### config.mk
export PLATFORM = sky130hd
export DESIGN_NAME = coc_comparator_output_control
export DESIGN_NICKNAME = d
export VERILOG_FILES = /design/src/rtl/coc_pkg.sv /design/src/rtl/coc_comparator_output_control.sv
export VERILOG_INCLUDE_DIRS = /design/src /design/src/rtl
export SDC_FILE = /design/constraint.sdc
export NUM_CORES = 1
export LEC_CHECK = 0
export BUFFER_PORTS_ARGS = -buffer_cell sky130_fd_sc_hd__buf_4
export CAP_MARGIN = 20
export CELL_PAD_IN_SITES_DETAIL_PLACEMENT = 1
export CELL_PAD_IN_SITES_GLOBAL_PLACEMENT = 2
export CORE_MARGIN = 1
export CORE_UTILIZATION = 26
export DETAILED_ROUTE_END_ITERATION = 12
export PLACE_DENSITY_LB_ADDON = 0.1
export SYNTH_ARGS = -nofsm -noshare
export SYNTH_HDL_FRONTEND = slang
export SYNTH_SLANG_ARGS = --single-unit
### constraint.sdc
create_clock -name sys_clk -period 1.2 [get_ports sys_clk]
set_input_delay 0.18 -clock sys_clk [delete_from_list [all_inputs] [get_ports sys_clk]]
set_output_delay 0.18 -clock sys_clk [all_outputs]
set_load 0.05 [all_outputs]
### src/rtl/coc_cfg.svh
`ifndef COC_CFG_SVH
`define COC_CFG_SVH

// Reset values of the control bits
`define COC_RST_BIT           1'b0
// Shared result register width and this comparator's lane in it
`define COC_SHARED_WIDTH      2
`define COC_SHARED_LANE       0
// Pin output selector code that routes the comparator to the pin
`define COC_PIN_SEL_WIDTH     5
`define COC_PIN_SEL_CODE      5'h15
// Instruction cycle length in system clocks
`define COC_INSTR_DIV         4
`define COC_INSTR_CNT_WIDTH   2

`endif

### src/rtl/coc_pkg.sv
`include "coc_cfg.svh"

package coc_pkg;

    typedef logic [`COC_INSTR_CNT_WIDTH-1:0] coc_div_t;
    typedef logic [`COC_PIN_SEL_WIDTH-1:0]   coc_sel_t;

endpackage

### src/rtl/coc_comparator_output_control.sv
// What this block does
// Comparator runs only while enable is set; clear means off, lowest current.
// Raw result low when noninverting input below inverting, high when above.
// Invert select one complements raw result; zero passes it unchanged.
// Adjusted result readable as result bit and shared register mirror bit.
// Internal output latched each instruction cycle; pin output not latched.
// Output selectable for pin via output selector; needs direction set output.
// Hysteresis select set enables analog hysteresis while enable is set; clear or disabled turns it off.
// Output offered to gate timer as a gate control source.
// Sync select set registers output on gate timer clock falling edge.
// With prescaler, sync register uses falling edge of prescaled clock.
// Gate timer counts on rising clock edge, opposite the sync edge.
// Software should enable sync whenever the comparator gates the timer.
// Sync clear passes output unsynchronised; set updates on timer falling edge.
// Event flag set on enabled rising or falling edge of the result bit.
// Event flag cleared only by software or reset; a simultaneous edge keeps it set.
// Invert or enable toggles change output and flag edges even when disabled.
// Reset clears all control bits: disabled, unsynchronised, non-inverted, low.
`timescale 1ns/100ps
`default_nettype none
`include "coc_cfg.svh"

module coc_comparator_output_control
    import coc_pkg::*;
#(
    parameter int INSTR_DIV = `COC_INSTR_DIV
) (
    // Clock and reset
    input  wire logic                          sys_clk,
    input  wire logic                          rst_n,
    // Software control bits
    input  wire logic                          comparator_enable_bit,
    input  wire logic                          invert_select,
    input  wire logic                          hysteresis_select,
    input  wire logic                          timer_sync_select,
    input  wire logic                          rising_flag_enable,
    input  wire logic                          falling_flag_enable,
    input  wire logic                          flag_clear,
    // Analog front end
    input  wire logic                          analog_compare,
    output logic                               analog_enable,
    output logic                               analog_hysteresis,
    // Gate timer clock, already prescaled where a prescaler is used
    input  wire logic                          timer_clk_in,
    // Pin routing
    input  wire logic [`COC_PIN_SEL_WIDTH-1:0] pin_output_selector,
    input  wire logic                          pin_direction_control,
    output logic                               pin_out,
    output logic                               pin_oe,
    // Results
    output logic                               result_bit,
    output logic [`COC_SHARED_WIDTH-1:0]       shared_result_register,
    output logic                               gate_source,
    output logic                               comparator_event_flag
);

    // Divider clears at INSTR_DIV-1; only INSTR_DIV equal to the full counter range is accepted
    if (INSTR_DIV != (1 << `COC_INSTR_CNT_WIDTH)) begin : g_bad_div
        $error("INSTR_DIV must match the divider width");
    end

    ////////////////////////////////////////////////////////////////////////
    // Input synchronisers and polarity

    logic [2:0] cmp_sync;
    logic [2:0] tclk_sync;
    logic       cmp_q;
    logic       tclk_q;
    logic [2:0] next_cmp_sync;
    logic [2:0] next_tclk_sync;
    logic       next_cmp_q;
    logic       next_tclk_q;
    logic       raw_result;
    logic       adj_result;
    logic       tclk_fall;

    always_comb begin
        next_cmp_sync  = {cmp_sync[1:0], analog_compare};
        next_tclk_sync = {tclk_sync[1:0], timer_clk_in};
        next_cmp_q     = cmp_q;
        next_tclk_q    = tclk_q;
        if (cmp_sync[1] == cmp_sync[2]) begin
            next_cmp_q = cmp_sync[2];
        end
        if (tclk_sync[1] == tclk_sync[2]) begin
            next_tclk_q = tclk_sync[2];
        end
    end

    always_ff @(posedge sys_clk) begin
        if (!rst_n) begin
            cmp_sync  <= 3'h0;
            tclk_sync <= 3'h0;
            cmp_q     <= `COC_RST_BIT;
            tclk_q    <= `COC_RST_BIT;
        end else begin
            cmp_sync  <= next_cmp_sync;
            tclk_sync <= next_tclk_sync;
            cmp_q     <= next_cmp_q;
            tclk_q    <= next_tclk_q;
        end
    end

    // Disabled comparator reads low before polarity
    assign raw_result = comparator_enable_bit & cmp_q;
    assign adj_result = raw_result ^ invert_select;
    // Falling edge of the (prescaled) timer clock
    assign tclk_fall  = tclk_q & ~next_tclk_q;

    ////////////////////////////////////////////////////////////////////////
    // Instruction cycle latch, timer sync, edge flag

    coc_div_t div_cnt;
    coc_div_t next_div_cnt;
    logic     latched;
    logic     next_latched;
    logic     synced;
    logic     next_synced;
    logic     prev_latched;
    logic     next_prev_latched;
    logic     flag;
    logic     next_flag;
    logic     ext_out;
    logic     edge_hit;
    logic     instr_tick;

    assign instr_tick = (div_cnt == coc_div_t'(INSTR_DIV - 1));

    always_comb begin
        next_div_cnt      = instr_tick ? '0 : coc_div_t'(div_cnt + 1'b1);
        next_latched      = instr_tick ? adj_result : latched;
        next_synced       = tclk_fall ? adj_result : synced;
        next_prev_latched = latched;
        edge_hit = (rising_flag_enable & latched & ~prev_latched)
                 | (falling_flag_enable & ~latched & prev_latched);
        next_flag = flag;
        if (flag_clear) begin
            next_flag = 1'b0;
        end
        if (edge_hit) begin
            next_flag = 1'b1;
        end
        // Unsynchronised path is not latched
        ext_out = timer_sync_select ? next_synced : adj_result;
    end

    always_ff @(posedge sys_clk) begin
        if (!rst_n) begin
            div_cnt      <= '0;
            latched      <= `COC_RST_BIT;
            synced       <= `COC_RST_BIT;
            prev_latched <= `COC_RST_BIT;
            flag         <= `COC_RST_BIT;
        end else begin
            div_cnt      <= next_div_cnt;
            latched      <= next_latched;
            synced       <= next_synced;
            prev_latched <= next_prev_latched;
            flag         <= next_flag;
        end
    end

    ////////////////////////////////////////////////////////////////////////
    // Output registers

    logic                         next_pin_out;
    logic                         next_pin_oe;
    logic [`COC_SHARED_WIDTH-1:0] next_shared;

    always_comb begin
        next_shared = '0;
        next_shared[`COC_SHARED_LANE] = next_latched;
        next_pin_oe  = (pin_output_selector == `COC_PIN_SEL_CODE)
                     & ~pin_direction_control;
        next_pin_out = next_pin_oe & ext_out;
    end

    always_ff @(posedge sys_clk) begin
        if (!rst_n) begin
            analog_enable          <= `COC_RST_BIT;
            analog_hysteresis      <= `COC_RST_BIT;
            pin_out                <= `COC_RST_BIT;
            pin_oe                 <= `COC_RST_BIT;
            result_bit             <= `COC_RST_BIT;
            shared_result_register <= '0;
            gate_source            <= `COC_RST_BIT;
            comparator_event_flag  <= `COC_RST_BIT;
        end else begin
            analog_enable          <= comparator_enable_bit;
            analog_hysteresis      <= hysteresis_select & comparator_enable_bit;
            pin_out                <= next_pin_out;
            pin_oe                 <= next_pin_oe;
            result_bit             <= next_latched;
            shared_result_register <= next_shared;
            gate_source            <= ext_out;
            comparator_event_flag  <= next_flag;
        end
    end

endmodule
`default_nettype wire

==> metrics list, run 1 <==
- The floorplan step set the die height to 52.12 um.
* Warnings from Yosys: 0
* Relative contribution of the clock network to total power: 27.6%
- Post-CTS timing repair inserted 0 buffers for setup.
* Dpl ws: -0.4876 ps
- Share of layout cells above drive strength 1: 34.83%
- DRT antenna net count: 0
- Startpoint class of the critical path: register
- Sequential power share: 58.9%
- Clk_skew: 4.244 ps
* Global-route congestion overflow total: 0
* CP delay by family, top: flip-flops
- Setup slack closes at 70.47 ps.
- The initial utilization of the core area, before any placement, comes to 28.43%.
- Total power density per cell area: 1279 mW/mm^2
- 26 I/O pins were placed.
* Htree depth: 1
- Nets: 108
- Synthesis inferred 19 register bits.
- Total number of vias: 507
- Along the worst path, the maximum fanout reaches 6.
- The netlist uses 24 different library cells.
* Top cells by area, synth: dfxtp_1, and2_1, o21ai_0
* Number of flops mapped to enable cells by yosys: 0
- Derived from the worst setup path, the maximum achievable clock frequency is 885.3 MHz.
- The routed design uses 646 um of met2 wire.
- Post-DR wirelength/cell: 11.07 um
- Tot Pwr: 1139 uW
- When the netlist entered floorplanning its net count stood at 80.
- Reported leakage power: 0.0004016 uW
- Summed over all nets, wire length on met3 after detailed routing comes to 46 um.
- 0 antenna diodes ended up in the layout.
- Pin count of the biggest net entering global routing: 18
* Tmin final: 1130 ps
- Number of max-cap violations: 0
- RSZ-0062 raised after global routing: no
- Area Growth Syn to Fin: 36.40%
- The most common cell in the synthesized netlist is dfxtp_1.
- Setup violations remaining at the end of the flow were counted as 0.
* Total wirelength of the detailed-routed design: 1295 um
- Share of synthesized area occupied by flip-flops and latches: 58.24%
- Final period util: 94.13%
* Fraction of the core area covered by cells at the end of the flow: 38.78%
* Number of buffers created by CTS: 3
* Type of the worst setup path: register to output pin
* DRC errors left: 0
* Logic pwr share: 13.6%
- The worst-case IR drop observed on VDD is 0.8132 mV.
- The critical path goes through buf_4.
* Count of TritonRoute iterations in the first routing pass: 1
- Post-synthesis cell type with the largest combined area: dfxtp_1
- Required time of the worst setup path: 1020 ps
- In this run the tool buffered the top-level ports with 24 buffer cells.
- Antenna violations before repair: 0
* Count of cells resized by post-cts repair: 0
- At the end of routability-driven placement, the weighted congestion stood at 0.5676.
* Category of the worst setup path capture point: output pin
* Synth Area per Inst: 10.53 um^2
- The min-delay analysis places its worst path in the category input port to register.
* Clock Latency Late Sink: 290 ps
* First-iteration detailed-routing DRC count: 0
* Count of buffering cells on the critical path with inverters included: 1
- Top post-synthesis cells by count: dfxtp_1, and2_1, nand2_1, o21ai_0, a21oi_1
- Switching component of the power: 280.8 uW
- Count of hold buffers inserted by post-cts repair: 0
- The first global-routing pass estimated 2021 um of wire.
- Std-Cell Rows: 17
* Post-DP HPWL: 956.9 um
- TritonCTS clock tree: built
- In the final routing, the length of wire on met1 measures 593 um.
- Counting every instance in the synthesized netlist gives 62.
- Across every metal layer, demand over resource in global routing totals 10.91%.
- Filler Cells Inserted: 272
- Largest stage delay on the critical path: 430 ps
- Final hold vios: 0
* Clk root buf: clkbuf_4
- In this run the deepest clock path goes through 2 buffers.
- Top layer used by detailed routing: met4
* Sum Neg Setup Slack: 0 ps
- In this run the biggest area consumer among cell types represents 58.24% of the synthesized area.
- The run finished with clean final reports.
* Vias/cell: 4.333
- Clock-pin transition on the worst setup and hold timing paths: 100 ps
- Count of pins over their slew limit: 0
* Switching Share: 24.64%
- The internal portion of the total power is 858.5 uW.
* Cell area after synthesis: 653.1 um^2
* Via count of the first global-routing pass: 461
- The die covers 0.002716 mm^2.
* Standard cell core area: 0.002297 mm^2
- Clock Sink Count: 19
* Horizontal die dimension: 52.12 um
* Most used DFF post-synth: dfxtp_1
- Worst endpoint data arrival time: 950 ps
- Counting flops with an async set or reset pin after synthesis yields a share of 0%.
- Critical path's slowest cell: dfxtp_1
[worst paths after layout]
| kind | slack [ps] | to | cells after the start | start |
|---|---|---|---|---|
| worst max register to register | 150 | gate_source$_SDFF_PN0_ | 4 | tclk_q$_SDFF_PN0_ |
| worst max-delay path | 70 | shared_result_register[0] | 1 | shared_result_register[0]$_SDFFE_PN0P_ |
| worst min-delay path | 90 | tclk_sync[0]$_SDFF_PN0_ | 2 | timer_clk_in |
| worst min register to register | 430 | div_cnt[0]$_SDFF_PP0_ | 1 | div_cnt[0]$_SDFF_PP0_ |
[metrics by stage]
stage          area (um^2)  cells  hold WS (ps)
2_1_floorplan        653.1     62         301.7
3_3_place_gp         864.6    113         388.3
3_5_place_dp         864.6    113         392.8
4_1_cts              890.9    117         74.33
5_1_grt              890.9    117         68.07
6_report             890.9    117         90.99
[sequential cells by signal (all words and copies together) (netlist names)]
name	flops
cmp_q	1
cmp_sync	3
gate_source	1
tclk_sync	3
comparator_event_flag	1
div_cnt	2
shared_result_register	1
prev_latched	1
tclk_q	1
analog_enable	1
analog_hysteresis	1
pin_oe	1
pin_out	1
synced	1
[power groups by stage]
stage	Combinational, uW	Sequential (uW)	Clock (uW)
after floorplan	58.6	715	0
after global placement	154	685	0
after detailed placement	157	686	0
after CTS	158	672	341
after global routing	167	675	370
final	155	671	314
[routing by layer]
layer	track usage, %	vias to the layer above
met5	0	-
met4	5.405	0
met3	5.263	2
met2	16.45	7
met1	12.72	237
li1	-	261
[logic make-up (layout without fill, tap and decap cells)]
family | after synthesis | count (layout) | share of synthesized area (%)
AOI/OAI and AO/OA | 13 | 13 | 12.45
xor gates and xnor gates | 1 | 1 | 1.341
adders and majority gates | 1 | 1 | 1.915
buffers and inverters | 4 | 31 | 3.446
DFF | 19 | 19 | 58.24
other | 1 | 1 | 0.5742
and+or+nand+nor | 23 | 23 | 22.03
[cells in the final DEF, fill, tap and decap left out]
cell type and count:
nand2_1 5, inv_1 1, xor2_1 1, buf_4 26, nor2b_1 1, nand4b_1 1
and3b_1 1, a211oi_2 1, clkbuf_1 1, nand2b_1 2, a21oi_1 3, dfxtp_1 19
and2_1 8, a21boi_1 1, o21a_1 1, o22ai_1 1, conb_1 1, or4b_4 1
nor3b_1 2, clkbuf_4 3, nor2_1 1, o21ai_0 5, ha_1 1, and3_1 1
a21boi_0 1
[cell type report]
| cell class | count | area [um^2] | share of cell area [%] |
|---|---|---|---|
| Sequential cell | 19 | 380.4 | 42.70 |
| Multi-Input combinational cell | 39 | 250.2 | 28.09 |
| Timing Repair Buffer | 26 | 195.2 | 21.91 |
| Tap cell | 28 | 35.03 | 3.933 |
| Clock buffer | 4 | 26.28 | 2.949 |
| Inverter | 1 | 3.754 | 0.4213 |
Note: power is estimated with default switching activity, not from simulation.
==> run 2, diff against run 1 <==
--- a/config.mk
+++ b/config.mk
@@ -8,12 +8,10 @@
 export LEC_CHECK = 0
 export BUFFER_PORTS_ARGS = -buffer_cell sky130_fd_sc_hd__buf_4
 export CAP_MARGIN = 20
-export CELL_PAD_IN_SITES_DETAIL_PLACEMENT = 1
-export CELL_PAD_IN_SITES_GLOBAL_PLACEMENT = 2
 export CORE_MARGIN = 1
-export CORE_UTILIZATION = 26
+export CORE_UTILIZATION = 44
 export DETAILED_ROUTE_END_ITERATION = 12
-export PLACE_DENSITY_LB_ADDON = 0.1
+export PLACE_DENSITY = 0.74
 export SYNTH_ARGS = -nofsm -noshare
 export SYNTH_HDL_FRONTEND = slang
 export SYNTH_SLANG_ARGS = --single-unit
==> metrics list, run 2 (synthesis gave the netlist of run 1 again) <==
- Outcome: completed
* Pin count of the biggest net entering global routing: 17 (-1)
- Final period util: 93.57% (-0.55 points)
- Antenna violations before repair: 0 (unchanged)
* Max Fanout on Critical Path: 6 (unchanged)
- Total placed cells including tap cells: 100 (-12%)
* Post-CTS setup repair buffer count: 0 (unchanged)
- The clock tree skew after final layout was 2.349 ps (-1.895 ps).
- The average routed wire per standard cell came to 9.731 um (-12%).
- Worst Hold Class: input port to register
- Required time of the worst setup path: 1020 ps (about the same)
- Total GRT Usage: 14.58% (+3.7 points)
* Chain of cells forming the critical path: buf_4
* TritonCTS clock tree: built
* Reported leakage power: 0.0004016 uW (unchanged)
- Type of the worst setup path: register to output pin
- The fraction of power spent switching nets was 23.60% (-1.0 points).
- The worst hold margin is 103.4 ps (+12.38 ps).
- Clock Latency Late Sink: 280 ps (about the same)
- Tmin final: 1123 ps (-6.658 ps)
- Area post-placement: 848.3 um^2 (-1.9%)
- Number of ports placed on the die boundary: 26 (unchanged)
- Nets: 108 (unchanged)
- Fmax: 890.6 MHz (+0.59%)
- Setup repair after global routing left no endpoint under its margin.
- The die extent in x was 40.53 um (-22%).
* Vias/cell: 4.615 (+6.5%)
- The die area was 0.001642 mm^2 (-40%).
- The largest registers in the layout are cmp_sync (3), tclk_sync (3), div_cnt (2).
- Internal power: 857.9 uW (about the same)
- The finished layout cell area is 874.6 um^2 (-1.8%).
* Std-Cell Rows: 13 (-4)
- The overall power was 1123 uW (-1.4%).
* Count of TritonRoute iterations in the first routing pass: 2 (+1)
- The max-cap violation count is 0 (unchanged).
- The post-CTS clock slew at the launch and capture registers of the worst setup and hold paths was 90 ps (about the same).
- Count of hold buffers inserted by post-cts repair: 0 (unchanged)
- Area Growth Syn to Fin: 33.91%
* Logic pwr share: 13.6% (about the same)
* CP delay by family, top: flip-flops
- Relative contribution of the clock network to total power: 26.7% (-0.9 points)
- The worst supply voltage drop on vdd came to 0.8932 mV (+9.8%).
- Category of the worst setup path capture point: output pin
- Startpoint class of the critical path: register
- The library cells used most frequently in the layout, excluding fill and tap cells, are buf_4, dfxtp_1, and2_1.
- Count of buffering cells on the critical path with inverters included: 1 (unchanged)
- Total power density per cell area: 1284 mW/mm^2 (+0.39%)
* Total wirelength of the detailed-routed design: 1012 um (-22%)
- The H-tree depth is 1 (unchanged).
- Worst endpoint data arrival time: 940 ps (about the same)
- The via count of the first global-routing pass was 361 (-22%).
- Share of layout cells above drive strength 1: 34.83% (unchanged)
- Clock Sink Count: 19 (unchanged)
- The total number of vias was 480 (-5.3%).
* Critical path's slowest cell: dfxtp_1
* First-iteration detailed-routing DRC count: 2 (+2)
* Port bufs: 24 (unchanged)
- Clock tree synthesis selected as its root buffer the cell clkbuf_4.
- RD Place Congestion: 0.6539 (+15%)
- The antenna diode instance count is 0 (unchanged).
* Switching component of the power: 265.0 uW (-5.6%)
* Count of pins over their slew limit: 0 (unchanged)
- Standard cell core area: 0.001334 mm^2 (-42%)
- Post-DP HPWL: 762.8 um (-20%)
- Number of buffers on the longest clock path: 2 (unchanged)
- The die height was 40.53 um (-22%).
* Sequential power share: 59.7% (+0.8 points)
* Count of final setup violators: 0 (unchanged)
- Number of non-filler instances in the completed layout: 104 (-11%)
- The fill cell instance count of the final layout came to 124 (-54%).
- Leading cell type in the layout, fill and taps excluded: buf_4
* DRC errors left: 0 (unchanged)
- Global-route congestion overflow total: 0 (unchanged)
* Largest stage delay on the critical path: 430 ps (about the same)
- The post-route setup TNS is 0 ps (unchanged).
- Number of buffers created by CTS: 3 (unchanged)
- The count of instances resized after the clock tree is built came to 0 (unchanged).
* Initial Util: 48.97% (+21 points)
- DRT antenna net count: 0 (unchanged)
- Global-route wire length before repair: 1511 um (-25%)
* Final hold vios: 0 (unchanged)
[run 2: cell counts in the layout (fill, tap and decap cells not counted)]
No cell type changed its count.
[run 2: area by class of cell]
type / instances / area, um^2 / area share, %
Multi-Input combinational cell: 39 / 250.2 / 28.61
Tap cell: 15 / 18.77 / 2.146
Sequential cell: 19 / 380.4 / 43.49
Inverter: 1 / 3.754 / 0.4292
Clock buffer: 4 / 26.28 / 3.004
Timing Repair Buffer: 26 / 195.2 / 22.32
[run 2: stage by stage]
| stage | utilization [%] | worst slack (ps) |
|---|---|---|
| 2_1_floorplan | - | 62.18 |
| 3_3_place_gp | 63.60 | 4.543 |
| 3_5_place_dp | 63.60 | -3.934 |
| 4_1_cts | 65.57 | 67.06 |
| 5_1_grt | 65.57 | 7.353 |
| 6_report | 65.57 | 77.13 |
[run 2: final timing paths]
check	slack [ps]	start	cells after the start	to
min	100	timer_clk_in	2	tclk_sync[0]$_SDFF_PN0_
max	80	shared_result_register[0]$_SDFFE_PN0P_	1	result_bit
min reg2reg	430	div_cnt[0]$_SDFF_PP0_	1	div_cnt[0]$_SDFF_PP0_
max reg2reg	190	cmp_q$_SDFFE_PN0N_	3	pin_out$_SDFF_PN0_
[run 2: metal layers]
layer  up-vias  global-route usage (%)  part of all wire [%]
met5         -                       0                     0
met4         0                   10.00                   1.1
met3         2                   5.000                   5.4
met2        11                   17.86                    44
met1       208                   20.68                    50
li1        259                       -                     -
[run 2: power by group through the flow]
stage | Sequential (uW) | Combinational (uW) | Clock [uW]
after global placement | 685 | 152 | 0
after detailed placement | 685 | 154 | 0
final | 670 | 152 | 300
after global routing | 674 | 165 | 347
after floorplan | 715 | 58.6 | 0
after CTS | 671 | 154 | 316
